[src/verilog/wr_engine_pkg.sv]
// Constants and types shared by the processor bus write engine
package wr_engine_pkg;
  // Port width codes of the addressed sub-region
  typedef enum logic [1:0] {
    PORT_W32 = 2'b00,
    PORT_W16 = 2'b01,
    PORT_W8 = 2'b10
  } port_width_type;

  // Engine states
  typedef enum logic [2:0] {
    ST_IDLE = 3'b000,
    ST_ADDR = 3'b001,
    ST_HOLD = 3'b010,
    ST_DATA = 3'b011,
    ST_DONE = 3'b100
  } wr_state_type;

  localparam int ADDR_W = 32;
  localparam int DATA_W = 32;
  localparam logic [3:0] BE_NONE = 4'h0;
  localparam logic [1:0] NLANE_IDLE_N = 2'h3;
  localparam logic [2:0] CNT_ZERO = 3'h0;
  localparam logic [2:0] CNT_ONE = 3'h1;
  localparam logic [3:0] LOW_ADDR_ZERO = 4'h0;
endpackage

[src/verilog/cpu_bus_write_engine.sv]
// Write engine of a multiplexed address/data processor bus
`timescale 1ns/10ps
`default_nettype none
module cpu_bus_write_engine (
  // Clock and reset
  input wire logic clk_i,
  input wire logic sys_rst_i,
  // Request from the write buffer
  input wire logic req_valid_i,
  output logic req_ready_o,
  input wire logic [wr_engine_pkg::ADDR_W-1:0] req_addr_i,
  input wire logic [wr_engine_pkg::DATA_W-1:0] req_data_i,
  input wire logic [3:0] req_be_i,
  input wire wr_engine_pkg::port_width_type req_port_width_i,
  input wire logic late_address_release_mode_i,
  // Bus answers from the pins
  input wire logic ack_n_i,
  input wire logic transfer_fault_n_i,
  // Bus pins
  output logic [wr_engine_pkg::DATA_W-1:0] ad_o,
  output logic ad_oe_o,
  output logic [3:0] low_addr_o,
  output logic ale_o,
  output logic wr_n_o,
  output logic last_n_o,
  output logic [3:0] be_n_o,
  output logic [1:0] narrow_lane_select_n_o,
  // Completion report
  output logic done_o,
  output logic fault_o
);
  import wr_engine_pkg::*;

  // ----------------------------------------------------------------
  // Input synchronisers
  // ----------------------------------------------------------------
  logic [2:0] ack_sync_q;
  logic [2:0] flt_sync_q;
  logic ack_q;
  logic flt_q;

  always_ff @(posedge clk_i) begin
    if (sys_rst_i) begin
      ack_sync_q <= 3'h7;
      flt_sync_q <= 3'h7;
    end else begin
      ack_sync_q <= {ack_sync_q[1:0], ack_n_i};
      flt_sync_q <= {flt_sync_q[1:0], transfer_fault_n_i};
    end
  end

  // Level counts once stages two and three agree
  always_ff @(posedge clk_i) begin
    if (sys_rst_i) begin
      ack_q <= 1'b0;
      flt_q <= 1'b0;
    end else begin
      if (ack_sync_q[1] == ack_sync_q[2]) begin
        ack_q <= ~ack_sync_q[2];
      end
      if (flt_sync_q[1] == flt_sync_q[2]) begin
        flt_q <= ~flt_sync_q[2];
      end
    end
  end

  // ----------------------------------------------------------------
  // Helpers
  // ----------------------------------------------------------------
  // Number of data for a store given port width and byte enables
  function automatic logic [2:0] datum_count(input port_width_type pw, input logic [3:0] be);
    logic [2:0] n;
    n = CNT_ONE;
    if (pw == PORT_W8) begin
      n = 3'(be[0]) + 3'(be[1]) + 3'(be[2]) + 3'(be[3]);
    end else if (pw == PORT_W16) begin
      n = ((be[1:0] != 2'h0) && (be[3:2] != 2'h0)) ? 3'h2 : CNT_ONE;
    end
    if (n == CNT_ZERO) begin
      n = CNT_ONE;
    end
    return n;
  endfunction

  // First enabled byte index
  function automatic logic [1:0] first_byte(input logic [3:0] be);
    logic [1:0] i;
    i = 2'h0;
    if (be[0]) i = 2'h0;
    else if (be[1]) i = 2'h1;
    else if (be[2]) i = 2'h2;
    else if (be[3]) i = 2'h3;
    return i;
  endfunction

  // ----------------------------------------------------------------
  // Sequencer
  // ----------------------------------------------------------------
  wr_state_type state_q;
  port_width_type pw_q;
  logic [DATA_W-1:0] data_q;
  logic [ADDR_W-1:0] addr_q;
  logic [ADDR_W-1:0] addr_d;
  logic [3:0] be_q;
  logic [2:0] left_q;
  logic hold_q;
  logic term_ack;
  logic term_flt;
  logic sampling;

  assign sampling = (state_q == ST_HOLD) || (state_q == ST_DATA);
  assign term_flt = sampling && flt_q;
  assign term_ack = sampling && ack_q && !flt_q;
  assign req_ready_o = (state_q == ST_IDLE);

  always_ff @(posedge clk_i) begin
    if (sys_rst_i) begin
      state_q <= ST_IDLE;
    end else begin
      unique case (state_q)
        ST_IDLE: begin
          if (req_valid_i) begin
            state_q <= ST_ADDR;
          end
        end
        ST_ADDR: begin
          // Late release adds a hold phase
          state_q <= hold_q ? ST_HOLD : ST_DATA;
        end
        ST_HOLD, ST_DATA: begin
          if (term_flt) begin
            state_q <= ST_DONE;
          // Each datum waits for its own
          end else if (term_ack && (left_q == CNT_ONE)) begin
            state_q <= ST_DONE;
          end else begin
            state_q <= ST_DATA;
          end
        end
        ST_DONE: begin
          // Synchronised answers lag the pins; a stale acknowledge would
          // otherwise end the next write before it is answered
          if (!ack_q && !flt_q) begin
            state_q <= ST_IDLE;
          end
        end
        default: begin
          state_q <= ST_IDLE;
        end
      endcase
    end
  end

  // Request capture and datum stepping
  always_ff @(posedge clk_i) begin
    if (sys_rst_i) begin
      pw_q <= PORT_W32;
      data_q <= '0;
      be_q <= BE_NONE;
      left_q <= CNT_ZERO;
      hold_q <= 1'b0;
    end else if (state_q == ST_IDLE && req_valid_i) begin
      pw_q <= req_port_width_i;
      data_q <= req_data_i;
      be_q <= req_be_i;
      hold_q <= late_address_release_mode_i;
      left_q <= datum_count(req_port_width_i, req_be_i);
    end else if (term_ack && (left_q != CNT_ONE)) begin
      left_q <= left_q - CNT_ONE;
    end
  end

  // Address of the current datum; stepped at the acknowledge so that the
  // low address and lane pins move on the same edge as the final-datum flag
  always_comb begin
    addr_d = addr_q;
    if (state_q == ST_IDLE && req_valid_i) begin
      if (req_port_width_i == PORT_W8) begin
        addr_d = {req_addr_i[ADDR_W-1:2], first_byte(req_be_i)};
      end else if (req_port_width_i == PORT_W16) begin
        addr_d = {req_addr_i[ADDR_W-1:2], (req_be_i[1:0] == 2'h0), 1'b0};
      end else begin
        addr_d = {req_addr_i[ADDR_W-1:2], 2'h0};
      end
    end else if (term_ack && (left_q != CNT_ONE)) begin
      if (pw_q == PORT_W8) begin
        addr_d[3:0] = addr_q[3:0] + 4'h1;
      end else begin
        addr_d[3:1] = addr_q[3:1] + 3'h1;
      end
    end
  end

  always_ff @(posedge clk_i) begin
    if (sys_rst_i) begin
      addr_q <= '0;
    end else begin
      addr_q <= addr_d;
    end
  end

  // ----------------------------------------------------------------
  // Pin drivers
  // ----------------------------------------------------------------
  logic [1:0] lanes;
  logic [3:0] be_d;
  port_width_type pw_d;
  always_comb begin
    pw_d = pw_q;
    be_d = be_q;
    if (state_q == ST_IDLE && req_valid_i) begin
      pw_d = req_port_width_i;
      be_d = req_be_i;
    end
    lanes = addr_d[1] ? be_d[3:2] : be_d[1:0];
  end

  always_ff @(posedge clk_i) begin
    if (sys_rst_i) begin
      ad_o <= '0;
      ad_oe_o <= 1'b0;
      ale_o <= 1'b0;
      wr_n_o <= 1'b1;
      last_n_o <= 1'b1;
      be_n_o <= 4'hf;
      narrow_lane_select_n_o <= NLANE_IDLE_N;
      low_addr_o <= LOW_ADDR_ZERO;
    end else begin
      ad_oe_o <= (state_q != ST_IDLE) || req_valid_i;
      ale_o <= (state_q == ST_IDLE) && req_valid_i;
      if (state_q == ST_IDLE && req_valid_i) begin
        ad_o <= req_addr_i;
        wr_n_o <= 1'b0;
        be_n_o <= ~req_be_i;
        last_n_o <= (datum_count(req_port_width_i, req_be_i) == CNT_ONE) ? 1'b0 : 1'b1;
      end else if (state_q == ST_ADDR && !hold_q) begin
        ad_o <= data_q;
      end else if (state_q == ST_HOLD) begin
        ad_o <= data_q;
      end
      if (term_flt || (term_ack && left_q == CNT_ONE)) begin
        wr_n_o <= 1'b1;
        last_n_o <= 1'b1;
        be_n_o <= 4'hf;
      end else if (term_ack && left_q == 3'h2) begin
        last_n_o <= 1'b0;
      end
      if (pw_d == PORT_W16 && (state_q != ST_IDLE || req_valid_i)) begin
        narrow_lane_select_n_o <= ~lanes;
      end else begin
        narrow_lane_select_n_o <= NLANE_IDLE_N;
      end
      low_addr_o <= addr_d[3:0];
    end
  end

  // ----------------------------------------------------------------
  // Completion report
  // ----------------------------------------------------------------
  // Fault only reported, no exception
  always_ff @(posedge clk_i) begin
    if (sys_rst_i) begin
      done_o <= 1'b0;
      fault_o <= 1'b0;
    end else begin
      done_o <= term_flt || (term_ack && left_q == CNT_ONE);
      fault_o <= term_flt;
    end
  end
endmodule
`default_nettype wire

[config.mk]
export PLATFORM = sky130hd
export DESIGN_NAME = cpu_bus_write_engine
export DESIGN_NICKNAME = d
export VERILOG_FILES = /design/src/verilog/wr_engine_pkg.sv /design/src/verilog/cpu_bus_write_engine.sv
export SDC_FILE = /design/constraint.sdc
export NUM_CORES = 1
export LEC_CHECK = 0
export BUFFER_PORTS_ARGS = -buffer_cell sky130_fd_sc_hd__clkbuf_2
export CORE_MARGIN = 2
export CORE_UTILIZATION = 55
export DETAILED_ROUTE_END_ITERATION = 8
export GPL_TIMING_DRIVEN = 0
export PLACE_DENSITY = 0.92
export SYNTH_ARGS = -nofsm -noshare
export SYNTH_HDL_FRONTEND = slang
export SYNTH_SLANG_ARGS = --single-unit
[constraint.sdc]
create_clock -name clk_i -period 5.5 [get_ports clk_i]
set_input_delay 1.1 -clock clk_i [delete_from_list [all_inputs] [get_ports clk_i]]
set_output_delay 1.1 -clock clk_i [all_outputs]
set_load 0.01 [all_outputs]
# Word-level counts from Yosys, hierarchy flattened
# Cells that the tools add are included.
[totals]
register_bits = 101
output_inout_bits = 49
ramBits = 0
romBits = 0
memories = 0
latch_bits = 0
[op_classes]
n_bitwise = 5
n_div = 0
n_addsub = 6
n_lt_le_gt_ge = 0
eq_ne = 16
reduce_logical = 32
n_mux = 35
n_mul = 0
shift = 0
[op_table]
columns = ["cell", "count"]
rows = [
  ["$mux 32", 3],
  ["$mux 3", 13],
  ["$mux 2", 10],
  ["$mux 4", 3],
  ["$pmux 3 s4", 1],
  ["$logic_and 1x1->1", 11],
  ["$reduce_bool 2->1", 5],
  ["$eq 3x1->1 const B", 3],
  ["$eq 3x2->1 const B", 3],
  ["$logic_not 3->1", 2],
  ["$reduce_bool 3->1", 2],
  ["$reduce_or 2->1", 3],
  ["$mux 1", 5],
  ["$add 4x1->4 const B", 1],
  ["$eq 2x1->1 const B", 2],
  ["$eq 2x2->1 const B", 2],
  ["$ne 2x2->1 const B", 2],
  ["$not 4->4", 1],
  ["$reduce_and 2->1", 2],
  ["$add 2x1->3", 1],
  ["$add 3x1->3", 1],
  ["$add 3x1->3 const B", 1],
  ["$eq 3x3->1 const B", 1],
  ["$logic_not 1->1", 3],
  ["8 further kinds", 13],
]

# Depth between registers and ports, before layout
# Gate-level depths: netlist of run 1.
[logic_depth]
ltp_word = 15
mapped_depth = 7
depth_no_buf = 7

# Least setup slack after synthesis of run 1
# Ideal clock, no wire load.
[synth_path]
kind = "input to register"
from = "in req_be_i[0]"
to = "reg left_q[0]"
path_stages = 7
setup_time_ps = 59
arrival_ps = 2462
setup_slack_ps = 2978
n_path_buf = 0
cell_sequence = "fa_1 -> ha_1 -> ha_1 -> nor2_1 -> nor3_1 -> o21ai_0 -> o311a_1"
[synth_via]
elab_chain_len = 10
[synth_rtl]
columns = ["element", "line_no", "source"]
rows = [
  ["from (decl)", "cpu_bus_write_engine.sv:13", "input wire logic [3:0] req_be_i,"],
  ["branches (longest 4 deep; another with $add 2x1->3)", "-", ""],
  ["$mux 3 *", "cpu_bus_write_engine.sv:74", "if (pw == PORT_W8) begin"],
  ["$mux 3 *", "cpu_bus_write_engine.sv:162", "end else if (state_q == ST_IDLE && req_valid_i) begin"],
  ["$mux 3 *", "cpu_bus_write_engine.sv:156", "if (sys_rst_i) begin"],
  ["$logic_not 3->1", "cpu_bus_write_engine.sv:79", "if (n == CNT_ZERO) begin"],
  ["$mux 3 *", "cpu_bus_write_engine.sv:79", ""],
  ["$mux 3 *", "cpu_bus_write_engine.sv:162", ""],
  ["to (signal assigned)", "cpu_bus_write_engine.sv:167", "left_q <= datum_count(req_port_width_i, req_be_i);"],
  ["to (signal assigned)", "cpu_bus_write_engine.sv:169", "left_q <= left_q - CNT_ONE;"],
  ["to (decl)", "cpu_bus_write_engine.sv:105", "logic [2:0] left_q;"],
]
# Every way passes the cells marked *. The select of a mux whose other input is x is not followed.
# A chain may end at the register's enable or synchronous reset.

# Worst setup path in the final report of run 1
# Ends and elaborated chain as after synthesis.

==> results of run 1 <==
critical path, cell delays in order:
cell	delay [ps]
clkbuf_2	130
fa_1	480
ha_1	200
ha_1	310
nor2_1	130
nor3_1	60
o21ai_0	210
o311a_1	200
final timing paths:
check | end
worst max-delay path | left_q[0]
worst min-delay path | flt_sync_q[1]
worst max register to register | left_q[0]
worst min register to register | flt_sync_q[1]
metrics by stage:
stage,hold slack [ps],total power [mW],cell area [um2]
floorplan,389,0.997,4010
global placement,392,1.10,4750
detailed placement,399,1.11,4750
CTS,422,1.64,4990
global route,452,1.71,4990
finish,418,1.63,4990
area by class of cell:
cell class	count	area [um2]	share of cell area, %
clock inverters	7	110	2.21
multi-input cells	326	1810	36.4
flip-flops and latches	101	2020	40.5
repair buffers	123	616	12.3
well taps	99	124	2.48
clock buffers	9	124	2.48
plain buffers	32	140	2.81
inverters	10	37.5	0.753
per-layer routing:
metal / GRT usage (%) / part of all wire [%] / up-vias
li1: - / - / 1886
met1: 31.6 / 42 / 1801
met2: 46.5 / 49 / 146
met3: 4.43 / 6.1 / 32
met4: 13.2 / 3.2 / 0
met5: 0 / 0 / -
synth_stat cells, drive strengths merged (2+ instances only):
cell,number
nor2b,2
and2,3
a311oi,34
mux2i,6
mux2,3
nor3,10
nor3b,2
o21ai,10
a211oi,2
or2,6
a21oi,42
o211ai,4
ha,8
inv,10
nor2,46
nand2,117
dfxtp,101
nand2b,10
buf,14
clkbuf,18
registers in the layout (all words and copies together), names as in the netlist, 2 cells and up:
| name | cells |
|---|---|
| be_n_o | 4 |
| left_q | 3 |
| pw_q | 2 |
| ack_sync_q | 3 |
| state_q | 3 |
| data_q | 32 |
| low_addr_o | 4 |
| flt_sync_q | 3 |
| narrow_lane_select_n_o | 2 |
| be_q | 4 |
| ad_o | 32 |
power breakdown:
group	total, mW	leakage (nW)	switching (mW)	internal [mW]
registers	0.816	0.829	0.0274	0.789
logic	0.280	1.23	0.168	0.112
clock network	0.535	0.113	0.272	0.263
cells by family (layout without fill, tap and decap cells):
group	Yosys count	in the layout	synth area share, %
AND/OR/NAND/NOR	205	205	22.6
AO/OA/AOI/OAI	102	102	17.1
flip-flops	101	101	50.4
buffers and inverters	42	181	4.43
adder cells (fa/ha/maj)	9	9	2.99
multiplexers	9	9	2.34
XOR/XNOR	1	1	0.218
==> results.py, run 1 <==
metrics = {
    "placement": {
        "place_ws_ps": 2640,
        "globalplace.congestion": 0.886,
        "dp.cells": 691,
        "numPortBuffers": 123,
        "post-dp-hpwl_um": 7840,
    },
    "floorplan": {
        "io_pins": 125,
        "rows": 31,
        "coreArea_um2": 7180,
        "initial_utilization_pct": 55.9,
        "die_h_um": 89.4,
        "fp.dieW_um": 89.4,
        "die_area_um2": 8000,
    },
    "cells_and_area": {
        "instances_no_fill": 707,
        "final_common_cell": "clkbuf_2",
        "diodes": 0,
        "nets": 688,
        "final_util_pct": 69.5,
        "final_cell_mix": "clkbuf_2 (123), nand2_1 (117), dfxtp_1 (101), nor2_1 (46), a21oi_1 (42)",
        "nFillCells": 591,
        "area_growth_pct": 24.3,
        "drive_above_1_share_pct": 27.3,
    },
    "clocking": {
        "cts_resized": 0,
        "clk_root_buffer_cell": "clkbuf_8",
        "post_cts_buffers": 0,
        "clock_sinks": 101,
        "hold_buffers": 0,
        "ctsHtreeMaxLevel": 3,
        "clkTransAtPathRegs_ps": 90,
        "cts_made_buffers": 9,
        "clock_path_buffers": 2,
        "clock_latency_ps": 380,
        "cts_tree": "built",
    },
    "logic_synthesis": {
        "synth_nets": 554,
        "netlist_area_um2": 4010,
        "async_reset_ff_share_pct": 0,
        "syn_inst": 469,
        "ys_ff_latch": 101,
        "synth_edf_count": 0,
        "seq_area_frac_synth_pct": 50.4,
        "yosysUniqueCellTypes": 44,
        "yosys-top-cells-area": "dfxtp_1 (50%), nand2_1 (11%), a311oi_1 (7.4%)",
        "synth.avg_cell_area_um2": 8.56,
        "synth_top_area_share_pct": 50.4,
        "synth_flop_cell": "dfxtp_1",
        "ys_warn_count": 0,
        "synth.largest_area_cell": "dfxtp_1",
    },
    "timing": {
        "rsz0062_at_grt": "no",
        "post-route-min-period_ps": 2510,
        "slew_headroom_pct": 26.7,
        "setup_violations": 0,
        "setup_slack_ps": 2990,
        "worst_slew_pin_slew_ps": 1080,
        "fmax_mhz": 398,
        "period_share_pct": 45.6,
        "hold_violations": 0,
        "tns_ps": 0,
        "drv_slew": 0,
        "skew_ps": 11.3,
    },
    "route": {
        "ant_nets": 0,
        "drt-initial-drc-count": 204,
        "vias": 3865,
        "firstDrtPassIters": 5,
        "drc": 0,
        "viasPerCell": 5.47,
        "wire_per_inst_um": 14.8,
        "wl_um": 10500,
    },
    "critical_path": {
        "ff2ff_path_depth": 5,
        "startpoint": "req_be_i[0]",
        "cp_data_arrival_time_ps": 2830,
        "worst_setup_path_start_kind": "primary input",
        "r2r_start": "state_q[0]",
        "ff2ff_setup_slack_ps": 3570,
        "critPathKind": "in2reg",
        "cp_max_fo": 5,
        "critPathCaptureType": "flop",
        "required_ps": 5820,
    },
    "grt": {
        "grt_pass1_vias": 3678,
        "track_usage_pct": 26.6,
        "antenna_found_initial": 0,
        "grt-ovfl-total": 0,
        "grt_max_degree": 19,
        "grt_pass1_wl_um": 16400,
    },
    "power_and_ir_drop": {
        "p_leak_nw": 2.17,
        "peakVddDrop_v": 0.000160,
        "power_density_nw_per_um2": 327,
    },
    "worst_hold_path": {
        "hold_depth": 1,
        "min_from": "flt_sync_q[0]",
        "hp-class": "reg2reg",
    },
    "job": {
        "maxCapViolCount": 0,
    },
    "status": {
        "outcome": "finished, final reports clean",
    },
}
Note: power is estimated with default switching activity, not from simulation.
==> run 2, diff against run 1 <==
--- a/config.mk
+++ b/config.mk
@@ -7,10 +7,10 @@
 export LEC_CHECK = 0
 export BUFFER_PORTS_ARGS = -buffer_cell sky130_fd_sc_hd__clkbuf_2
 export CORE_MARGIN = 2
-export CORE_UTILIZATION = 55
+export CORE_UTILIZATION = 46
 export DETAILED_ROUTE_END_ITERATION = 8
 export GPL_TIMING_DRIVEN = 0
-export PLACE_DENSITY = 0.92
+export PLACE_DENSITY = 0.83
 export SYNTH_ARGS = -nofsm -noshare
 export SYNTH_HDL_FRONTEND = slang
 export SYNTH_SLANG_ARGS = --single-unit
==> constraint.sdc (replaced) <==
create_clock -name clk_i -period 2.3 [get_ports clk_i]
set_input_delay 0.46 -clock clk_i [delete_from_list [all_inputs] [get_ports clk_i]]
set_output_delay 0.46 -clock clk_i [all_outputs]
set_load 0.01 [all_outputs]
==> run 2 against run 1 <==
Clock-buffer cell count rose by 1; clock skew is 2.2 ps higher; critical endpoint unchanged; power rose by 130%; via count shrank 2.3%; sequential share of layout area up 0.32 points; clock power is 98% higher; first-iteration DRC count down 13%; wire length up 0.21%; flip-flop and latch count did not move; critical path type is now reg2reg; hold slack worse by 140 ps.
==> results.py, run 2 (synthesis gave the netlist of run 1 again) <==
metrics = {
    "job": {
        "maxCapViolCount": 0,
    },
    "floorplan": {
        "fp.dieW_um": 97.4,
        "coreArea_um2": 8590,
        "die_area_um2": 9490,
        "io_pins": 125,
        "rows": 34,
        "die_h_um": 97.4,
        "initial_utilization_pct": 46.7,
    },
    "grt": {
        "grt_max_degree": 18,
        "antenna_found_initial": 0,
        "grt-ovfl-total": 0,
        "track_usage_pct": 21.8,
        "grt_pass1_vias": 3580,
        "grt_pass1_wl_um": 16700,
    },
    "timing": {
        "skew_ps": 13.5,
        "tns_ps": 0,
        "drv_slew": 0,
        "setup_violations": 0,
        "post-route-min-period_ps": 1980,
        "worst_slew_pin_slew_ps": 943,
        "slew_headroom_pct": 36.3,
        "period_share_pct": 86.1,
        "fmax_mhz": 505,
        "rsz0062_at_grt": "no",
        "hold_violations": 0,
    },
    "power_and_ir_drop": {
        "peakVddDrop_v": 0.000285,
        "p_clk_share_pct": 28.7,
        "power_switching_share_pct": 29.8,
        "p_switching_mw": 1.10,
        "comb_power_share_pct": 18.3,
        "power_density_nw_per_um2": 744,
        "power.internal_mw": 2.59,
        "p_leak_nw": 2.15,
        "p_seq_share_pct": 53.0,
    },
    "critical_path": {
        "critPathCaptureType": "flop",
        "cp_max_fo": 10,
        "critPathKind": "reg2reg",
        "crit_slowest_cell": "nor4b_4",
        "r2r_start": "state_q[0]",
        "worst_setup_path_start_kind": "flop",
        "ff2ff_setup_slack_ps": 320,
        "required_ps": 2560,
        "ff2ff_path_depth": 5,
        "critPathMaxStageDelay_ps": 580,
        "cp_data_arrival_time_ps": 2240,
        "timing.rr.end": "left_q[0]",
        "crit_chain": "buf_2 -> nor4b_4 -> clkbuf_1 -> o21ai_0 -> o311a_1",
    },
    "route": {
        "ant_nets": 0,
        "wire_per_inst_um": 14.6,
        "wl_um": 10500,
        "firstDrtPassIters": 4,
        "viasPerCell": 5.27,
        "drt-initial-drc-count": 178,
        "drc": 0,
        "vias": 3775,
    },
    "cells_and_area": {
        "drive_above_1_share_pct": 27.3,
        "instances_no_fill": 716,
        "diodes": 0,
        "final_common_cell": "clkbuf_2",
        "nets": 688,
        "top_regs": "ad_o (32), data_q (32)",
        "final_cell_mix": "clkbuf_2 (123), nand2_1 (117), dfxtp_1 (101), nor2_1 (46), a21oi_1 (42)",
        "area_growth_pct": 23.3,
    },
    "clocking": {
        "clkTransAtPathRegs_ps": 100,
        "ctsHtreeMaxLevel": 3,
        "hold_buffers": 0,
        "post_cts_buffers": 0,
        "clock_latency_ps": 360,
        "clock_sinks": 101,
        "cts_made_buffers": 9,
        "clock_path_buffers": 2,
        "clk_root_buffer_cell": "clkbuf_8",
        "cts_tree": "built",
        "cts_resized": 0,
    },
    "worst_hold_path": {
        "hp-class": "in2reg",
        "hold_depth": 2,
        "min_from": "transfer_fault_n_i",
        "min_to": "flt_sync_q[0]",
    },
    "placement": {
        "dp.cells": 700,
        "numPortBuffers": 123,
        "globalplace.congestion": 0.866,
        "post-dp-hpwl_um": 7900,
    },
    "status": {
        "outcome": "finished, final reports clean",
    },
}
[run 2: cell count changes in the layout (fill, tap and decap cells not counted), sizes merged]
cell / change
inv: +1
clkinv: -1
clkbuf: +1
clkinvlp: +1
bufinv: -2
[run 2: power by group through the flow]
stage	combinational [mW]	clock, mW	sequential (mW)
2_1_floorplan	0.363	0	2.02
3_3_place_gp	0.649	0	1.98
3_5_place_dp	0.672	0	1.99
4_1_cts	0.674	1.09	1.95
5_1_grt	0.747	1.14	1.97
6_report	0.673	1.06	1.95
[run 2: final cells by class]
class                   count  area [um2]
plain buffers              32         140
clock buffers              10         138
clock inverters             6        46.3
fillers                   809        3640
inverters                  10        37.5
multi-input cells         326        1810
flip-flops and latches    101        2020
well taps                 108         135
repair buffers            123         616
[run 2: how the worst max path moves through the flow]
stage	endpoint	slack, ps	startpoint	cells past startpoint
CTS	left_q[0]	340	state_q[0]	5
global placement	left_q[0]	110	req_be_i[0]	8
global route	left_q[0]	180	state_q[1]	5
floorplan	left_q[0]	420	req_be_i[0]	7
finish	left_q[0]	320	state_q[0]	5
detailed placement	left_q[0]	50	req_be_i[0]	8
[run 2: per-stage QoR]
stage	hold slack, ps	setup WS, ps	cell area [um2]	power [mW]	utilization (%)
after floorplan	389	418	4010	2.38	-
after global placement	392	112	4760	2.63	55.4
after detailed placement	400	47.6	4760	2.66	55.4
after CTS	260	337	4950	3.71	57.6
after global routing	276	184	4950	3.85	57.6
final	281	321	4950	3.68	57.6
[run 2: critical path: cells and delay by family (launching register included)]
kind	cells	cell delay [ps]
compound gates	2	400
buf+inv	2	600
flops	1	310
simple gates	1	580
[run 2: layer usage]
layer / track usage [%] / wire [um]
met1: 28.6 / 4620
met2: 36.2 / 4940
met3: 4.24 / 790
met4: 7.05 / 126
met5: 0 / 0
==> run 3, diff against run 2 <==
--- a/config.mk
+++ b/config.mk
@@ -5,12 +5,15 @@
 export SDC_FILE = /design/constraint.sdc
 export NUM_CORES = 1
 export LEC_CHECK = 0
+export ABC_CLOCK_PERIOD_IN_PS = 2300
 export BUFFER_PORTS_ARGS = -buffer_cell sky130_fd_sc_hd__clkbuf_2
+export CELL_PAD_IN_SITES_DETAIL_PLACEMENT = 0
+export CELL_PAD_IN_SITES_GLOBAL_PLACEMENT = 1
 export CORE_MARGIN = 2
-export CORE_UTILIZATION = 46
+export CORE_UTILIZATION = 33
 export DETAILED_ROUTE_END_ITERATION = 8
 export GPL_TIMING_DRIVEN = 0
-export PLACE_DENSITY = 0.83
+export PLACE_DENSITY = 0.82
 export SYNTH_ARGS = -nofsm -noshare
 export SYNTH_HDL_FRONTEND = slang
 export SYNTH_SLANG_ARGS = --single-unit
==> run 3 against run 2 <==
Combinational power is essentially flat; clock skew down 5.3 ps; fmax is 2.3% higher; critical endpoint unchanged.
==> results.py, run 3 (synthesis gave the netlist of run 1 again) <==
metrics = {
    "status": {
        "outcome": "finished, final reports clean",
    },
    "cells_and_area": {
        "final_util_pct": 42.5,
        "instances_no_fill": 755,
        "fin_area_um2": 5090,
        "top_regs": "ad_o (32), data_q (32)",
        "nets": 688,
        "drive_above_1_share_pct": 27.3,
        "final_cell_mix": "clkbuf_2 (123), nand2_1 (117), dfxtp_1 (101), nor2_1 (46), a21oi_1 (42)",
        "area_growth_pct": 26.8,
        "diodes": 0,
        "final_common_cell": "clkbuf_2",
    },
    "grt": {
        "grt.busiest_layer": "met2",
        "grt_pass1_vias": 3612,
        "antenna_found_initial": 0,
        "grt-ovfl-total": 0,
        "grtUsageMet3_pct": 2.96,
        "grt_max_degree": 18,
        "use_met2_pct": 29.4,
        "track_usage_pct": 17.4,
        "met1_usage_pct": 22.0,
        "grt_pass1_wl_um": 17700,
    },
    "clocking": {
        "clk_root_buffer_cell": "clkbuf_16",
        "cts_tree": "built",
        "cts_made_buffers": 9,
        "clock_latency_ps": 340,
        "clock_path_buffers": 2,
        "post_cts_buffers": 0,
        "clkTransAtPathRegs_ps": 70,
        "ctsHtreeMaxLevel": 3,
        "hold_buffers": 0,
        "clock_sinks": 101,
        "cts_resized": 0,
    },
    "route": {
        "viasPerCell": 4.95,
        "drt-initial-drc-count": 210,
        "ant_nets": 0,
        "drc": 0,
        "firstDrtPassIters": 4,
        "wl_um": 11000,
        "wire_per_inst_um": 14.6,
        "vias": 3741,
    },
    "floorplan": {
        "io_pins": 125,
        "die_h_um": 114,
        "fp.dieW_um": 114,
        "rows": 40,
        "coreArea_um2": 12000,
        "die_area_um2": 13100,
        "initial_utilization_pct": 33.6,
    },
    "timing": {
        "tns_ps": 0,
        "setup_violations": 0,
        "worst_slew_pin_slew_ps": 1100,
        "slew_headroom_pct": 25.7,
        "rsz0062_at_grt": "no",
        "post-route-min-period_ps": 1940,
        "skew_ps": 8.19,
        "drv_slew": 0,
        "period_share_pct": 84.1,
        "hold_violations": 0,
        "fmax_mhz": 517,
    },
    "critical_path": {
        "worst_setup_path_start_kind": "flop",
        "critPathCaptureType": "flop",
        "r2r_start": "state_q[1]",
        "timing.rr.end": "left_q[0]",
        "cp_max_fo": 10,
        "ff2ff_setup_slack_ps": 360,
        "cp_data_arrival_time_ps": 2170,
        "ff2ff_path_depth": 5,
        "critPathKind": "reg2reg",
        "startpoint": "state_q[1]",
        "endpoint": "left_q[0]",
        "required_ps": 2530,
    },
    "power_and_ir_drop": {
        "total_power_mw": 4.03,
        "peakVddDrop_v": 0.000309,
        "p_leak_nw": 2.19,
        "power_density_nw_per_um2": 793,
    },
    "placement": {
        "dp.cells": 739,
        "post-dp-hpwl_um": 8380,
        "place_area_um2": 4810,
        "numPortBuffers": 123,
        "globalplace.congestion": 0.800,
    },
    "worst_hold_path": {
        "hp-class": "in2reg",
    },
    "job": {
        "maxCapViolCount": 0,
    },
}
-- run 3: cell types whose count changed in the layout (fill, tap and decap cells not counted), sizes merged --
| cell | before | now |
|---|---|---|
| inv | 12 | 11 |
| clkinvlp | 2 | 3 |
| clkbuf | 151 | 150 |
| clkinv | 2 | 3 |
-- run 3: routing by layer --
layer / routed length (um) / vias to the layer above
met1: 5000 / 1732
met5: 0 / -
met4: 172 / 0
met2: 5260 / 105
li1: - / 1892
met3: 614 / 12
-- run 3: worst min path at each step --
stage / startpoint / end / slack (ps) / cells after the start
final: transfer_fault_n_i / flt_sync_q[0] / 300 / 2
after global routing: transfer_fault_n_i / flt_sync_q[0] / 300 / 2
after global placement: flt_sync_q[0] / flt_sync_q[1] / 390 / 1
after CTS: transfer_fault_n_i / flt_sync_q[0] / 290 / 2
after floorplan: ack_sync_q[0] / ack_sync_q[1] / 390 / 1
after detailed placement: flt_sync_q[0] / flt_sync_q[1] / 400 / 1
-- run 3: worst max-delay path: stages, from the launching register on --
cell	delay, ps
dfxtp_1	300
buf_2	170
nor4b_4	540
clkbuf_1	440
o21ai_0	220
o311a_1	170
-- run 3: power breakdown --
group / switching (mW) / internal [mW]
sequential: 0.0659 / 1.89
combinational: 0.405 / 0.267
clock: 0.674 / 0.735
-- run 3: cell type report --
class | instances | area [um2]
plain buffers | 32 | 140
clock buffers | 9 | 225
clock inverters | 7 | 50.0
fillers | 1215 | 6870
inverters | 10 | 37.5
multi-input cells | 326 | 1810
flip-flops and latches | 101 | 2020
well taps | 147 | 184
repair buffers | 123 | 616
-- run 3: per-stage QoR --
stage          hold slack (ps)  setup WS [ps]
5_1_grt                    295            141
2_1_floorplan              389            418
4_1_cts                    288            377
6_report                   298            365
3_3_place_gp               392            118
3_5_place_dp               400           71.2
